<file path="src/flash_host_pkg.sv">
/*
 * Shared constants and types of the flash protection host controller:
 * register offsets, operation codes, command bytes, bus timing and the
 * structs that carry one flash bus cycle and the flash pin outputs.
 * Assumes a 100 MHz system clock and a 22-bit address, 16-bit flash bus.
 */
package flash_host_pkg;

    // Register offsets (byte addresses, one aligned word each)
    localparam logic [7:0] REG_CTRL = 8'h00;   // Operation code, write starts
    localparam logic [7:0] REG_ADDR = 8'h04;   // Flash address operand
    localparam logic [7:0] REG_DATA = 8'h08;   // Flash data operand
    localparam logic [7:0] REG_STAT = 8'h0c;   // Busy and ready pin state
    localparam logic [7:0] REG_RDAT = 8'h10;   // Last word read from flash
    localparam logic [7:0] REG_RST = 8'h14;    // Flash hardware reset control

    // Field positions and reset values
    localparam int STAT_BUSY = 0;              // Operation in progress
    localparam int STAT_READY = 1;             // Filtered ready/busy pin
    localparam int RST_HOLD = 0;               // 1 holds flash in reset
    localparam logic RST_HOLD_INIT = 1'b0;
    localparam logic [1:0] RESP_OKAY = 2'h0;
    localparam logic [1:0] RESP_SLVERR = 2'h2;

    // Operations that software may start
    typedef enum logic [3:0] {
        OP_READ = 4'h0, OP_RESET = 4'h1, OP_SUSPEND = 4'h2,
        OP_RESUME = 4'h3, OP_PWD_PROG = 4'h4, OP_PWD_VERIFY = 4'h5,
        OP_PWD_UNLOCK = 4'h6, OP_VOL_WRITE = 4'h7, OP_LOCK_SET = 4'h8,
        OP_MODE_PWD = 4'h9, OP_MODE_PERS = 4'ha, OP_SECT_PROT = 4'hb
    } op_t;
    localparam logic [3:0] OP_LAST = 4'hb;

    // Command bytes on the flash data pins
    localparam logic [7:0] CMD_SUSPEND = 8'hb0;
    localparam logic [7:0] CMD_RESUME = 8'h30;
    localparam logic [7:0] CMD_PWD_PROG = 8'h38;
    localparam logic [7:0] CMD_RESET = 8'hf0;
    localparam logic [7:0] CMD_UNLOCK1 = 8'haa;
    localparam logic [7:0] CMD_UNLOCK2 = 8'h55;
    localparam logic [21:0] ADDR_UNLOCK1 = 22'h000555;
    localparam logic [21:0] ADDR_UNLOCK2 = 22'h0002aa;

    // Bus timing in ns and derived 100 MHz cycle counts (least: round up)
    localparam int CLK_NS = 10;
    localparam int SETUP_NS = 20;
    localparam int STROBE_NS = 50;
    localparam int READ_NS = 120;
    localparam int GAP_NS = 30;
    localparam int SETTLE_NS = 60;             // Lets the pin filter see busy
    localparam int UNLOCK_NS = 2000;           // Per password unlock portion
    localparam int SUSPEND_NS = 20000;         // Longest suspend latency
    localparam logic [11:0] SETUP_CYC = 12'((SETUP_NS + CLK_NS - 1) / CLK_NS);
    localparam logic [11:0] STROBE_CYC = 12'((STROBE_NS + CLK_NS - 1) / CLK_NS);
    localparam logic [11:0] READ_CYC = 12'((READ_NS + CLK_NS - 1) / CLK_NS);
    localparam logic [11:0] GAP_CYC = 12'((GAP_NS + CLK_NS - 1) / CLK_NS);
    localparam logic [11:0] SETTLE_CYC = 12'((SETTLE_NS + CLK_NS - 1) / CLK_NS);
    localparam logic [11:0] UNLOCK_CYC = 12'((UNLOCK_NS + CLK_NS - 1) / CLK_NS);
    localparam logic [11:0] SUSPEND_CYC = 12'((SUSPEND_NS + CLK_NS - 1) / CLK_NS);

    // One flash bus cycle of a command sequence
    typedef struct packed {
        logic last;                            // Final cycle of the sequence
        logic rd;                              // Read cycle, else write
        logic [21:0] addr;
        logic [15:0] data;
    } cycle_t;

    // Flash pins driven by the controller
    typedef struct packed {
        logic [21:0] addr;
        logic [15:0] dq;
        logic dq_oe;                           // High while driving data pins
        logic ce_n;
        logic oe_n;
        logic we_n;
        logic reset_n;
    } pins_t;

endpackage

</file>
<file path="src/flash_host.sv">
/*
 * Host controller for a banked NOR flash: runs erase suspend/resume and the
 * protection command sequences on the flash pins on software's order.
 * Assumes an AXI4-Lite master on the register side and a flash whose
 * ready/busy and data pins are asynchronous to clock_i.
 */
// Register access over AXI4-Lite and the register addresses were chosen for this implementation.
`timescale 1ns/1ps
module flash_host #(
    parameter int ADDR_W = 22,                 // Flash address width
    parameter int DATA_W = 16                  // Flash data width
) (
    // Clock and reset
    input wire logic clock_i,
    input wire logic rst_n_i,
    // AXI4-Lite write address and data
    input wire logic s_axi_awvalid_i,
    output logic s_axi_awready_o,
    input wire logic [7:0] s_axi_awaddr_i,
    input wire logic s_axi_wvalid_i,
    output logic s_axi_wready_o,
    input wire logic [31:0] s_axi_wdata_i,
    input wire logic [3:0] s_axi_wstrb_i,
    // AXI4-Lite write response
    output logic s_axi_bvalid_o,
    input wire logic s_axi_bready_i,
    output logic [1:0] s_axi_bresp_o,
    // AXI4-Lite read
    input wire logic s_axi_arvalid_i,
    output logic s_axi_arready_o,
    input wire logic [7:0] s_axi_araddr_i,
    output logic s_axi_rvalid_o,
    input wire logic s_axi_rready_i,
    output logic [31:0] s_axi_rdata_o,
    output logic [1:0] s_axi_rresp_o,
    // Flash pins
    output flash_host_pkg::pins_t flash_o,
    input wire logic [15:0] flash_dq_i,
    input wire logic ready_busy_n_i
);
    import flash_host_pkg::*;

    initial begin
        if (ADDR_W != 22 || DATA_W != 16) begin
            $error("flash_host supports only a 22-bit by 16-bit flash bus");
        end
    end

    // Engine states, one-hot
    typedef enum logic [4:0] {
        S_IDLE = 5'h01, S_SETUP = 5'h02, S_STROBE = 5'h04,
        S_HOLD = 5'h08, S_WAIT = 5'h10
    } state_t;

    // Builds cycle idx of operation op from the operands
    function automatic cycle_t step_of(input op_t op, input logic [2:0] idx,
                                       input logic [21:0] a,
                                       input logic [15:0] d);
        logic [21:0] bank;
        cycle_t c;
        bank = {a[21:19], 19'h0};
        c = '{last: 1'b0, rd: 1'b0, addr: ADDR_UNLOCK1,
              data: {8'h00, CMD_UNLOCK1}};
        if (idx == 3'h1) begin
            c.addr = ADDR_UNLOCK2;
            c.data = {8'h00, CMD_UNLOCK2};
        end else if (idx == 3'h2) begin
            c.addr = bank | ADDR_UNLOCK1;
            c.data = {8'h00, cmd_of(op)};
        end else if (idx != 3'h0) begin
            c = '{last: 1'b1, rd: 1'b0, addr: a, data: d};
        end
        case (op)
            OP_READ: c = '{last: 1'b1, rd: 1'b1, addr: a, data: 16'h0000};
            OP_RESET: c = '{last: 1'b1, rd: 1'b0, addr: a,
                            data: {8'h00, CMD_RESET}};
            OP_SUSPEND: c = '{last: 1'b1, rd: 1'b0, addr: bank,
                              data: {8'h00, CMD_SUSPEND}};
            OP_RESUME: c = '{last: 1'b1, rd: 1'b0, addr: bank,
                             data: {8'h00, CMD_RESUME}};
            OP_PWD_VERIFY: begin
                // Only the two low bits choose the portion
                if (idx == 3'h3) begin
                    c = '{last: 1'b1, rd: 1'b1, addr: {20'h0, a[1:0]},
                          data: 16'h0000};
                end
            end
            OP_VOL_WRITE: begin
                // Sector bits only, data reduced to 01h or 00h
                if (idx == 3'h3) begin
                    c.addr = {a[21:12], 12'h000};
                    c.data = {15'h0000, d[0]};
                end
            end
            default: begin
            end
        endcase
        return c;
    endfunction

    // Command byte written in the third cycle of an unlocked sequence
    function automatic logic [7:0] cmd_of(input op_t op);
        case (op)
            OP_PWD_PROG: return CMD_PWD_PROG;
            OP_PWD_VERIFY: return 8'hc8;
            OP_PWD_UNLOCK: return 8'h28;
            OP_VOL_WRITE: return 8'h48;
            OP_LOCK_SET: return 8'h78;
            OP_MODE_PWD: return 8'h68;
            OP_MODE_PERS: return 8'h58;
            OP_SECT_PROT: return 8'h88;
            default: return CMD_RESET;
        endcase
    endfunction

    // Least wait after the last cycle before ready is trusted
    function automatic logic [11:0] wait_of(input op_t op);
        case (op)
            OP_SUSPEND: return SUSPEND_CYC;
            OP_PWD_UNLOCK: return UNLOCK_CYC;
            OP_READ, OP_RESET, OP_RESUME, OP_PWD_VERIFY: return 12'h001;
            default: return SETTLE_CYC;
        endcase
    endfunction

    // Byte-lane merge for register writes
    function automatic logic [31:0] merge(input logic [31:0] old,
                                          input logic [31:0] nw,
                                          input logic [3:0] strb);
        logic [31:0] r;
        r = old;
        for (int i = 0; i < 4; i++) begin
            if (strb[i]) begin
                r[8*i +: 8] = nw[8*i +: 8];
            end
        end
        return r;
    endfunction

    // Register state
    logic [21:0] addr_q;                       // Address operand
    logic [15:0] data_q;                       // Data operand
    logic [15:0] rdat_q;                       // Last flash read
    logic rst_hold_q;                          // Software flash reset
    op_t op_q;                                 // Operation under way
    logic start_q;                             // One-cycle start pulse
    logic busy_q;                              // Engine not idle
    // AXI slave state
    logic aw_have_q, w_have_q;
    logic [7:0] awaddr_q;
    logic [31:0] wdata_q;
    logic [3:0] wstrb_q;
    // Engine state
    state_t st_q;
    logic [2:0] idx_q;                         // Cycle index in sequence
    logic [11:0] cnt_q;                        // Phase countdown
    cycle_t cur_q;                             // Cycle being driven
    pins_t pins_q;
    // Pin filters: three flops, change taken when last two agree
    logic [2:0] rb_s_q;
    logic rb_q;
    logic [15:0] dq_s1_q, dq_s2_q, dq_s3_q;

    assign flash_o = pins_q;

    // Pin input filters
    always_ff @(posedge clock_i or negedge rst_n_i) begin
        if (!rst_n_i) begin
            rb_s_q <= 3'h0;
            rb_q <= 1'b0;
            dq_s1_q <= 16'h0000;
            dq_s2_q <= 16'h0000;
            dq_s3_q <= 16'h0000;
        end else begin
            rb_s_q <= {rb_s_q[1:0], ready_busy_n_i};
            if (rb_s_q[1] == rb_s_q[2]) begin
                rb_q <= rb_s_q[2];
            end
            dq_s1_q <= flash_dq_i;
            dq_s2_q <= dq_s1_q;
            dq_s3_q <= dq_s2_q;
        end
    end

    // AXI write side: holds address and data until both are in
    always_ff @(posedge clock_i or negedge rst_n_i) begin
        if (!rst_n_i) begin
            aw_have_q <= 1'b0;
            w_have_q <= 1'b0;
            // Ready outputs kept in flops of their own
            s_axi_awready_o <= 1'b1;
            s_axi_wready_o <= 1'b1;
            awaddr_q <= 8'h00;
            wdata_q <= 32'h0;
            wstrb_q <= 4'h0;
            s_axi_bvalid_o <= 1'b0;
            s_axi_bresp_o <= RESP_OKAY;
            addr_q <= 22'h0;
            data_q <= 16'h0000;
            rst_hold_q <= RST_HOLD_INIT;
            op_q <= OP_READ;
            start_q <= 1'b0;
        end else begin
            start_q <= 1'b0;
            if (s_axi_awvalid_i && !aw_have_q) begin
                aw_have_q <= 1'b1;
                s_axi_awready_o <= 1'b0;
                awaddr_q <= s_axi_awaddr_i;
            end
            if (s_axi_wvalid_i && !w_have_q) begin
                w_have_q <= 1'b1;
                s_axi_wready_o <= 1'b0;
                wdata_q <= s_axi_wdata_i;
                wstrb_q <= s_axi_wstrb_i;
            end
            if (aw_have_q && w_have_q && !s_axi_bvalid_o) begin
                s_axi_bvalid_o <= 1'b1;
                s_axi_bresp_o <= RESP_OKAY;
                case (awaddr_q)
                    REG_ADDR: addr_q <= 22'(merge({10'h0, addr_q},
                                                   wdata_q, wstrb_q));
                    REG_DATA: data_q <= 16'(merge({16'h0, data_q},
                                                   wdata_q, wstrb_q));
                    REG_RST: rst_hold_q <= wstrb_q[0] ? wdata_q[RST_HOLD]
                                                       : rst_hold_q;
                    REG_CTRL: begin
                        // Refused while busy or for an unknown code
                        if (busy_q || start_q || wdata_q[3:0] > OP_LAST) begin
                            s_axi_bresp_o <= RESP_SLVERR;
                        end else begin
                            op_q <= op_t'(wdata_q[3:0]);
                            start_q <= 1'b1;
                        end
                    end
                    REG_STAT, REG_RDAT: begin
                    end
                    default: s_axi_bresp_o <= RESP_SLVERR;
                endcase
            end
            if (s_axi_bvalid_o && s_axi_bready_i) begin
                s_axi_bvalid_o <= 1'b0;
                aw_have_q <= 1'b0;
                w_have_q <= 1'b0;
                s_axi_awready_o <= 1'b1;
                s_axi_wready_o <= 1'b1;
            end
        end
    end

    // AXI read side: answer one cycle after the address is taken
    always_ff @(posedge clock_i or negedge rst_n_i) begin
        if (!rst_n_i) begin
            s_axi_arready_o <= 1'b1;
            s_axi_rvalid_o <= 1'b0;
            s_axi_rdata_o <= 32'h0;
            s_axi_rresp_o <= RESP_OKAY;
        end else if (s_axi_rvalid_o) begin
            if (s_axi_rready_i) begin
                s_axi_rvalid_o <= 1'b0;
                s_axi_arready_o <= 1'b1;
            end
        end else if (s_axi_arvalid_i && s_axi_arready_o) begin
            s_axi_arready_o <= 1'b0;
            s_axi_rvalid_o <= 1'b1;
            s_axi_rresp_o <= RESP_OKAY;
            case (s_axi_araddr_i)
                REG_CTRL: s_axi_rdata_o <= {28'h0, op_q};
                REG_ADDR: s_axi_rdata_o <= {10'h0, addr_q};
                REG_DATA: s_axi_rdata_o <= {16'h0, data_q};
                REG_STAT: s_axi_rdata_o <= {30'h0, rb_q, busy_q};
                REG_RDAT: s_axi_rdata_o <= {16'h0, rdat_q};
                REG_RST: s_axi_rdata_o <= {31'h0, rst_hold_q};
                default: begin
                    s_axi_rdata_o <= 32'h0;
                    s_axi_rresp_o <= RESP_SLVERR;
                end
            endcase
        end
    end

    // Sequence engine: setup, strobe, hold per cycle, then wait for ready
    always_ff @(posedge clock_i or negedge rst_n_i) begin
        if (!rst_n_i) begin
            st_q <= S_IDLE;
            idx_q <= 3'h0;
            cnt_q <= 12'h000;
            cur_q <= '0;
            busy_q <= 1'b0;
            rdat_q <= 16'h0000;
            pins_q <= '{addr: 22'h0, dq: 16'h0000, dq_oe: 1'b0, ce_n: 1'b1,
                        oe_n: 1'b1, we_n: 1'b1, reset_n: 1'b0};
        end else begin
            // Held reset also clears volatile flash state
            pins_q.reset_n <= ~rst_hold_q;
            case (st_q)
                S_IDLE: begin
                    if (start_q) begin
                        cur_q <= step_of(op_q, 3'h0, addr_q, data_q);
                        idx_q <= 3'h0;
                        busy_q <= 1'b1;
                        st_q <= S_SETUP;
                        cnt_q <= SETUP_CYC;
                    end
                end
                S_SETUP: begin
                    // Address and data settle before the strobe
                    pins_q.addr <= cur_q.addr;
                    pins_q.dq <= cur_q.data;
                    pins_q.dq_oe <= ~cur_q.rd;
                    pins_q.ce_n <= 1'b0;
                    cnt_q <= cnt_q - 12'h001;
                    if (cnt_q == 12'h000) begin
                        pins_q.we_n <= cur_q.rd;
                        pins_q.oe_n <= ~cur_q.rd;
                        cnt_q <= cur_q.rd ? READ_CYC : STROBE_CYC;
                        st_q <= S_STROBE;
                    end
                end
                S_STROBE: begin
                    if (cnt_q != 12'h000) begin
                        cnt_q <= cnt_q - 12'h001;
                    end else if (!cur_q.rd || dq_s2_q == dq_s3_q) begin
                        // Read data taken only once it is steady
                        if (cur_q.rd) begin
                            rdat_q <= dq_s3_q;
                        end
                        pins_q.we_n <= 1'b1;
                        pins_q.oe_n <= 1'b1;
                        cnt_q <= GAP_CYC;
                        st_q <= S_HOLD;
                    end
                end
                S_HOLD: begin
                    cnt_q <= cnt_q - 12'h001;
                    if (cnt_q == 12'h000) begin
                        pins_q.ce_n <= 1'b1;
                        pins_q.dq_oe <= 1'b0;
                        if (cur_q.last) begin
                            cnt_q <= wait_of(op_q);
                            st_q <= S_WAIT;
                        end else begin
                            cur_q <= step_of(op_q, idx_q + 3'h1, addr_q,
                                             data_q);
                            idx_q <= idx_q + 3'h1;
                            cnt_q <= SETUP_CYC;
                            st_q <= S_SETUP;
                        end
                    end
                end
                S_WAIT: begin
                    // Next portion only after the least time and ready
                    if (cnt_q != 12'h000) begin
                        cnt_q <= cnt_q - 12'h001;
                    end else if (rb_q) begin
                        busy_q <= 1'b0;
                        st_q <= S_IDLE;
                    end
                end
                default: st_q <= S_IDLE;
            endcase
        end
    end

    // Cycles spent in the wait phase, for the checks below
    logic [11:0] wlen_q;
    always_ff @(posedge clock_i or negedge rst_n_i) begin
        if (!rst_n_i) begin
            wlen_q <= 12'h000;
        end else if (st_q != S_WAIT) begin
            wlen_q <= 12'h000;
        end else if (wlen_q != 12'hfff) begin
            wlen_q <= wlen_q + 12'h001;
        end
    end

    no_double_strobe_a: assert property (@(posedge clock_i)
        disable iff (!rst_n_i) !(!pins_q.we_n && !pins_q.oe_n))
        else $error("write and read strobes low together");
    suspend_code_a: assert property (@(posedge clock_i)
        disable iff (!rst_n_i) (op_q == OP_SUSPEND && !pins_q.we_n) |->
        (pins_q.dq[7:0] == 8'hb0 && pins_q.addr[18:0] == 19'h0))
        else $error("suspend not B0h at bank address");
    resume_code_a: assert property (@(posedge clock_i)
        disable iff (!rst_n_i) (op_q == OP_RESUME && !pins_q.we_n) |->
        (pins_q.dq[7:0] == 8'h30 && pins_q.addr[18:0] == 19'h0))
        else $error("resume not 30h at bank address");
    pwd_prog_cmd_a: assert property (@(posedge clock_i)
        disable iff (!rst_n_i) (op_q == OP_PWD_PROG && idx_q == 3'h2 &&
        $fell(pins_q.we_n)) |-> pins_q.dq[7:0] == 8'h38 ##1 !pins_q.we_n)
        else $error("password program command byte wrong");
    vol_data_a: assert property (@(posedge clock_i)
        disable iff (!rst_n_i) (op_q == OP_VOL_WRITE && idx_q == 3'h3 &&
        !pins_q.we_n) |-> (pins_q.dq[15:1] == 15'h0 &&
        pins_q.addr[11:0] == 12'h0))
        else $error("volatile bit write not 01h/00h at sector");
    unlock_space_a: assert property (@(posedge clock_i)
        disable iff (!rst_n_i) (op_q == OP_PWD_UNLOCK && st_q == S_WAIT)
        ##1 (st_q == S_IDLE) |-> (wlen_q > 12'd200 && $past(rb_q)))
        else $error("unlock portion ended before 2 us and ready");
    suspend_wait_a: assert property (@(posedge clock_i)
        disable iff (!rst_n_i) $fell(busy_q) && op_q == OP_SUSPEND |->
        wlen_q > 12'd2000)
        else $error("suspend wait shorter than 20 us");
    verify_addr_a: assert property (@(posedge clock_i)
        disable iff (!rst_n_i) (op_q == OP_PWD_VERIFY && !pins_q.oe_n) |->
        (pins_q.addr[21:2] == 20'h0 && !pins_q.dq_oe))
        else $error("verify read with high address bits set");
    we_framed_a: assert property (@(posedge clock_i)
        disable iff (!rst_n_i) $fell(pins_q.we_n) |->
        (!pins_q.ce_n && pins_q.dq_oe) [*5])
        else $error("write strobe without select and data drive");

endmodule

</file>
<file path="config.mk">
export PLATFORM = sky130hd
export DESIGN_NAME = flash_host
export DESIGN_NICKNAME = d
export VERILOG_FILES = /design/src/flash_host_pkg.sv /design/src/flash_host.sv
export SDC_FILE = /design/constraint.sdc
export NUM_CORES = 1
export LEC_CHECK = 0
export BUFFER_PORTS_ARGS = -buffer_cell sky130_fd_sc_hd__buf_2
export CELL_PAD_IN_SITES_DETAIL_PLACEMENT = 0
export CELL_PAD_IN_SITES_GLOBAL_PLACEMENT = 2
export CORE_ASPECT_RATIO = 1.1
export CORE_MARGIN = 2
export CORE_UTILIZATION = 38
export DETAILED_ROUTE_END_ITERATION = 8
export PLACE_DENSITY = 0.86
export SETUP_SLACK_MARGIN = 0.2
export SLEW_MARGIN = 5
export SYNTH_ARGS = -nofsm -noshare
export SYNTH_HDL_FRONTEND = slang
export SYNTH_SLANG_ARGS = --single-unit
export TNS_END_PERCENT = 20
</file>
<file path="constraint.sdc">
create_clock -name clock_i -period 3.1 [get_ports clock_i]
set_input_delay 0 -clock clock_i [delete_from_list [all_inputs] [get_ports clock_i]]
set_output_delay 0 -clock clock_i [all_outputs]
set_load 0.05 [all_outputs]
</file>
==> impl_metrics.yaml <==
place:
  io_buffers: 136
  gp_congestion: 0.892
  dpl.cell_count: 1588
  hpwl_um: 21100
sta:
  finClkSkew_ps: 18.7
  period_share_pct: 88.3
  final.setup.tns_ps: 0
  max_slew_margin_pct: 46.1
  setup_viol: 0
  timing.hold.ws_ps: -24.5
  min_period_ps: 2740
  slew_violations: 0
  final-hold-violation-count: 1
  worstMarginPinSlew_ps: 807
  rsz0062_at_grt: "no"
  clock.fmax_mhz: 365
drt:
  routed_wl_um: 29600
  route.vias.total: 8582
  dr.max_layer_used: "met4"
  wl_met3_um: 1500
  wl_met1_um: 13900
  drc: 0
  wl_per_cell_um: 17.4
  drtIter0Drc: 545
  drt_first_pass_iters: 5
  route.met2.wl_um: 13600
  ant_nets: 0
  vias_per_cell: 5.05
clock_tree:
  root_buffer: "clkbuf_16"
  cts_made_buffers: 29
  clock-sinks: 280
  path_clk_slew_ps: 60
  cts_setup_buffers: 0
  clk_path_buf_depth: 3
  cts_tree: "built"
  insertion_delay_ps: 560
  htree_levels: 1
outcome:
  outcome: "complete, but fails checks"
  violations: "hold timing"
cells_and_area:
  layoutNonFillerInstCount: 1699
  final_nets: 1347
  utilization_pct: 47.9
  syn2layout_area_growth_pct: 23.5
  drive_gt1_share_pct: 26.1
synth:
  ys_top_cells_by_area: "dfrtp_1 (57%), mux2_2 (7.9%), nand2_1 (6.4%)"
  synth_async_sr_flop_share_pct: 100
  synth_common_cells: "dfrtp_1 (273), nand2_1 (202), mux2_2 (84)"
  ys_warn_count: 0
  synth_top_cell_area_share_pct: 57.4
  ys_seq_area_share_pct: 58.9
  synth_most_common_cell: "dfrtp_1"
  syn_inst: 1060
  ys.flop_type: "dfrtp_1"
  synth-edff-count: 0
  ys_ff_latch: 280
  synth_cell_types: 76
  syn_area_mm2: 0.0119
  synth_top_area_cell: "dfrtp_1"
  avgSynthCellArea_um2: 11.2
die:
  initial_core_util_pct: 38.8
  rows: 67
  dieArea_mm2: 0.0328
  fp.dieW_um: 173
  coreArea_mm2: 0.0307
  io_pins: 160
  die_y_um: 190
worst_setup_path:
  required_ps: 3510
  worstSetupPathType: "reg2reg"
  end_kind: "flip-flop"
  critPathMaxFanout: 16
  cp_data_arrival_time_ps: 3150
  setup.worst_path.start_class: "flip-flop"
flow_run:
  cap_violations: 0
grt:
  grt_max_degree: 79
  grt_pass1_vias: 8508
  grt_usage_pct: 18.1
  overflow: 0
  antenna_found_initial: 2
  grt_pass1_wl_um: 47800
power:
  p_leak_nw: 7.03
  peakVddDrop_v: 0.000520
  total_power_mw: 11.7
  power_density_mw_per_mm2: 796
hold_path:
  hold_class: "in2async"
==> critical path, stage by stage (launching register included) <==
cell,delay (ps)
dfrtp_1,400
inv_1,130
ha_1,150
or4b_4,490
or4_4,460
buf_12,170
o21ai_2,130
nand2b_1,150
buf_4,220
nor3_1,200
a21oi_1,90
==> report_power, final <==
group | switching [mW] | internal, mW
logic | 1.94 | 1.27
registers | 0.613 | 4.32
clock network | 1.49 | 2.07
total | 4.04 | 7.66
==> registers in the layout (all words and copies together), names as in the netlist, 8 cells and up <==
signal	cells
addr_q	22
awaddr_q	8
cnt_q	12
cur_q	40
data_q	16
dq_s1_q	16
dq_s2_q	16
dq_s3_q	16
flash_o	43
rdat_q	16
s_axi_rdata_o	22
wdata_q	22
==> area by class of cell <==
cell class              count  area (µm²)
diodes                      2        5.00
clock buffers              36         792
clock inverters            16         185
fillers                  2894       16000
inverters                  21        78.8
multi-input cells         703        4540
flip-flops and latches    280        7020
well taps                 414         518
repair buffers            227        1570
==> worst paths after layout <==
kind	from	endpoint	slack (ps)	depth (start not counted)
setup / recovery	cnt_q[0]$_DFFE_PN0P_	cur_q[16]$_DFFE_PN0P_	360	10
hold / removal	rst_n_i	rb_s_q[0]$_DFF_PN0_	-20	2
setup reg to reg	cnt_q[0]$_DFFE_PN0P_	cur_q[16]$_DFFE_PN0P_	360	10
hold reg to reg	dq_s1_q[2]$_DFF_PN0_	dq_s2_q[2]$_DFF_PN0_	350	0
max in group asynchronous	rst_n_i	s_axi_awready_o$_DFFE_PN1P_	2200	3
min in group clock_i	s_axi_araddr_i[3]	s_axi_rdata_o[1]$_DFFE_PN0P_	30	4
==> per-layer routing <==
metal / global-route usage (%) / vias to the layer above
met1: 26.4 / 4198
met4: 4.04 / 0
met3: 2.66 / 40
li1: - / 4104
met5: 0 / -
met2: 28.8 / 240
==> layout by cell type, fill, tap and decap left out, types with 5 or more instances in the layout <==
master	Yosys	routed
nor2_1	50	50
or3_1	6	6
dlygate4sd3_1	0	57
o22a_1	5	5
conb_1	1	12
o221ai_1	6	6
clkinv_2	0	7
a22o_1	14	14
buf_2	4	135
nand3_1	12	12
dfstp_2	7	7
xor2_1	5	5
xnor2_1	19	19
clkbuf_16	0	29
inv_1	20	20
nand4_1	9	9
o21a_1	6	6
dfrtp_1	273	273
mux2_1	10	10
a31oi_1	9	9
buf_4	15	29
nand2_1	202	202
a21o_1	5	5
a21oi_1	54	53
nor2b_1	10	8
nor4_1	6	6
nor3_1	15	15
mux2_2	84	84
ha_1	9	9
nand2b_1	6	6
a222oi_1	12	12
o21ai_0	66	66
==> per-stage QoR <==
step	setup slack (ps)	instance area, µm²
finish	362	14700
CTS	268	14700
detailed placement	284	13100
floorplan	589	11900
global route	207	14700
global placement	343	13100
==> repair_timing <==
| action | CTS | global route |
|---|---|---|
| hold buffers | 57 | 0 |
| setup endpoints to repair | 0 | 23 |
| endpoints found under the hold margin | 305 | 0 |
| resized for setup | 0 | 4 |
==> logic make-up (layout without fill, tap and decap cells) <==
kind of cell | count (synthesis) | in the layout | share of synthesized area, %
adders and majority gates | 10 | 10 | 1.03
and+or+nand+nor | 342 | 342 | 13.2
muxes | 98 | 98 | 9.44
buffers and inverters | 88 | 300 | 3.54
DFF | 280 | 280 | 58.9
other | 1 | 14 | 0.0315
xor gates and xnor gates | 24 | 24 | 1.77
AOI/OAI and AO/OA | 217 | 217 | 12.1
(Power assumes the default switching activity.)
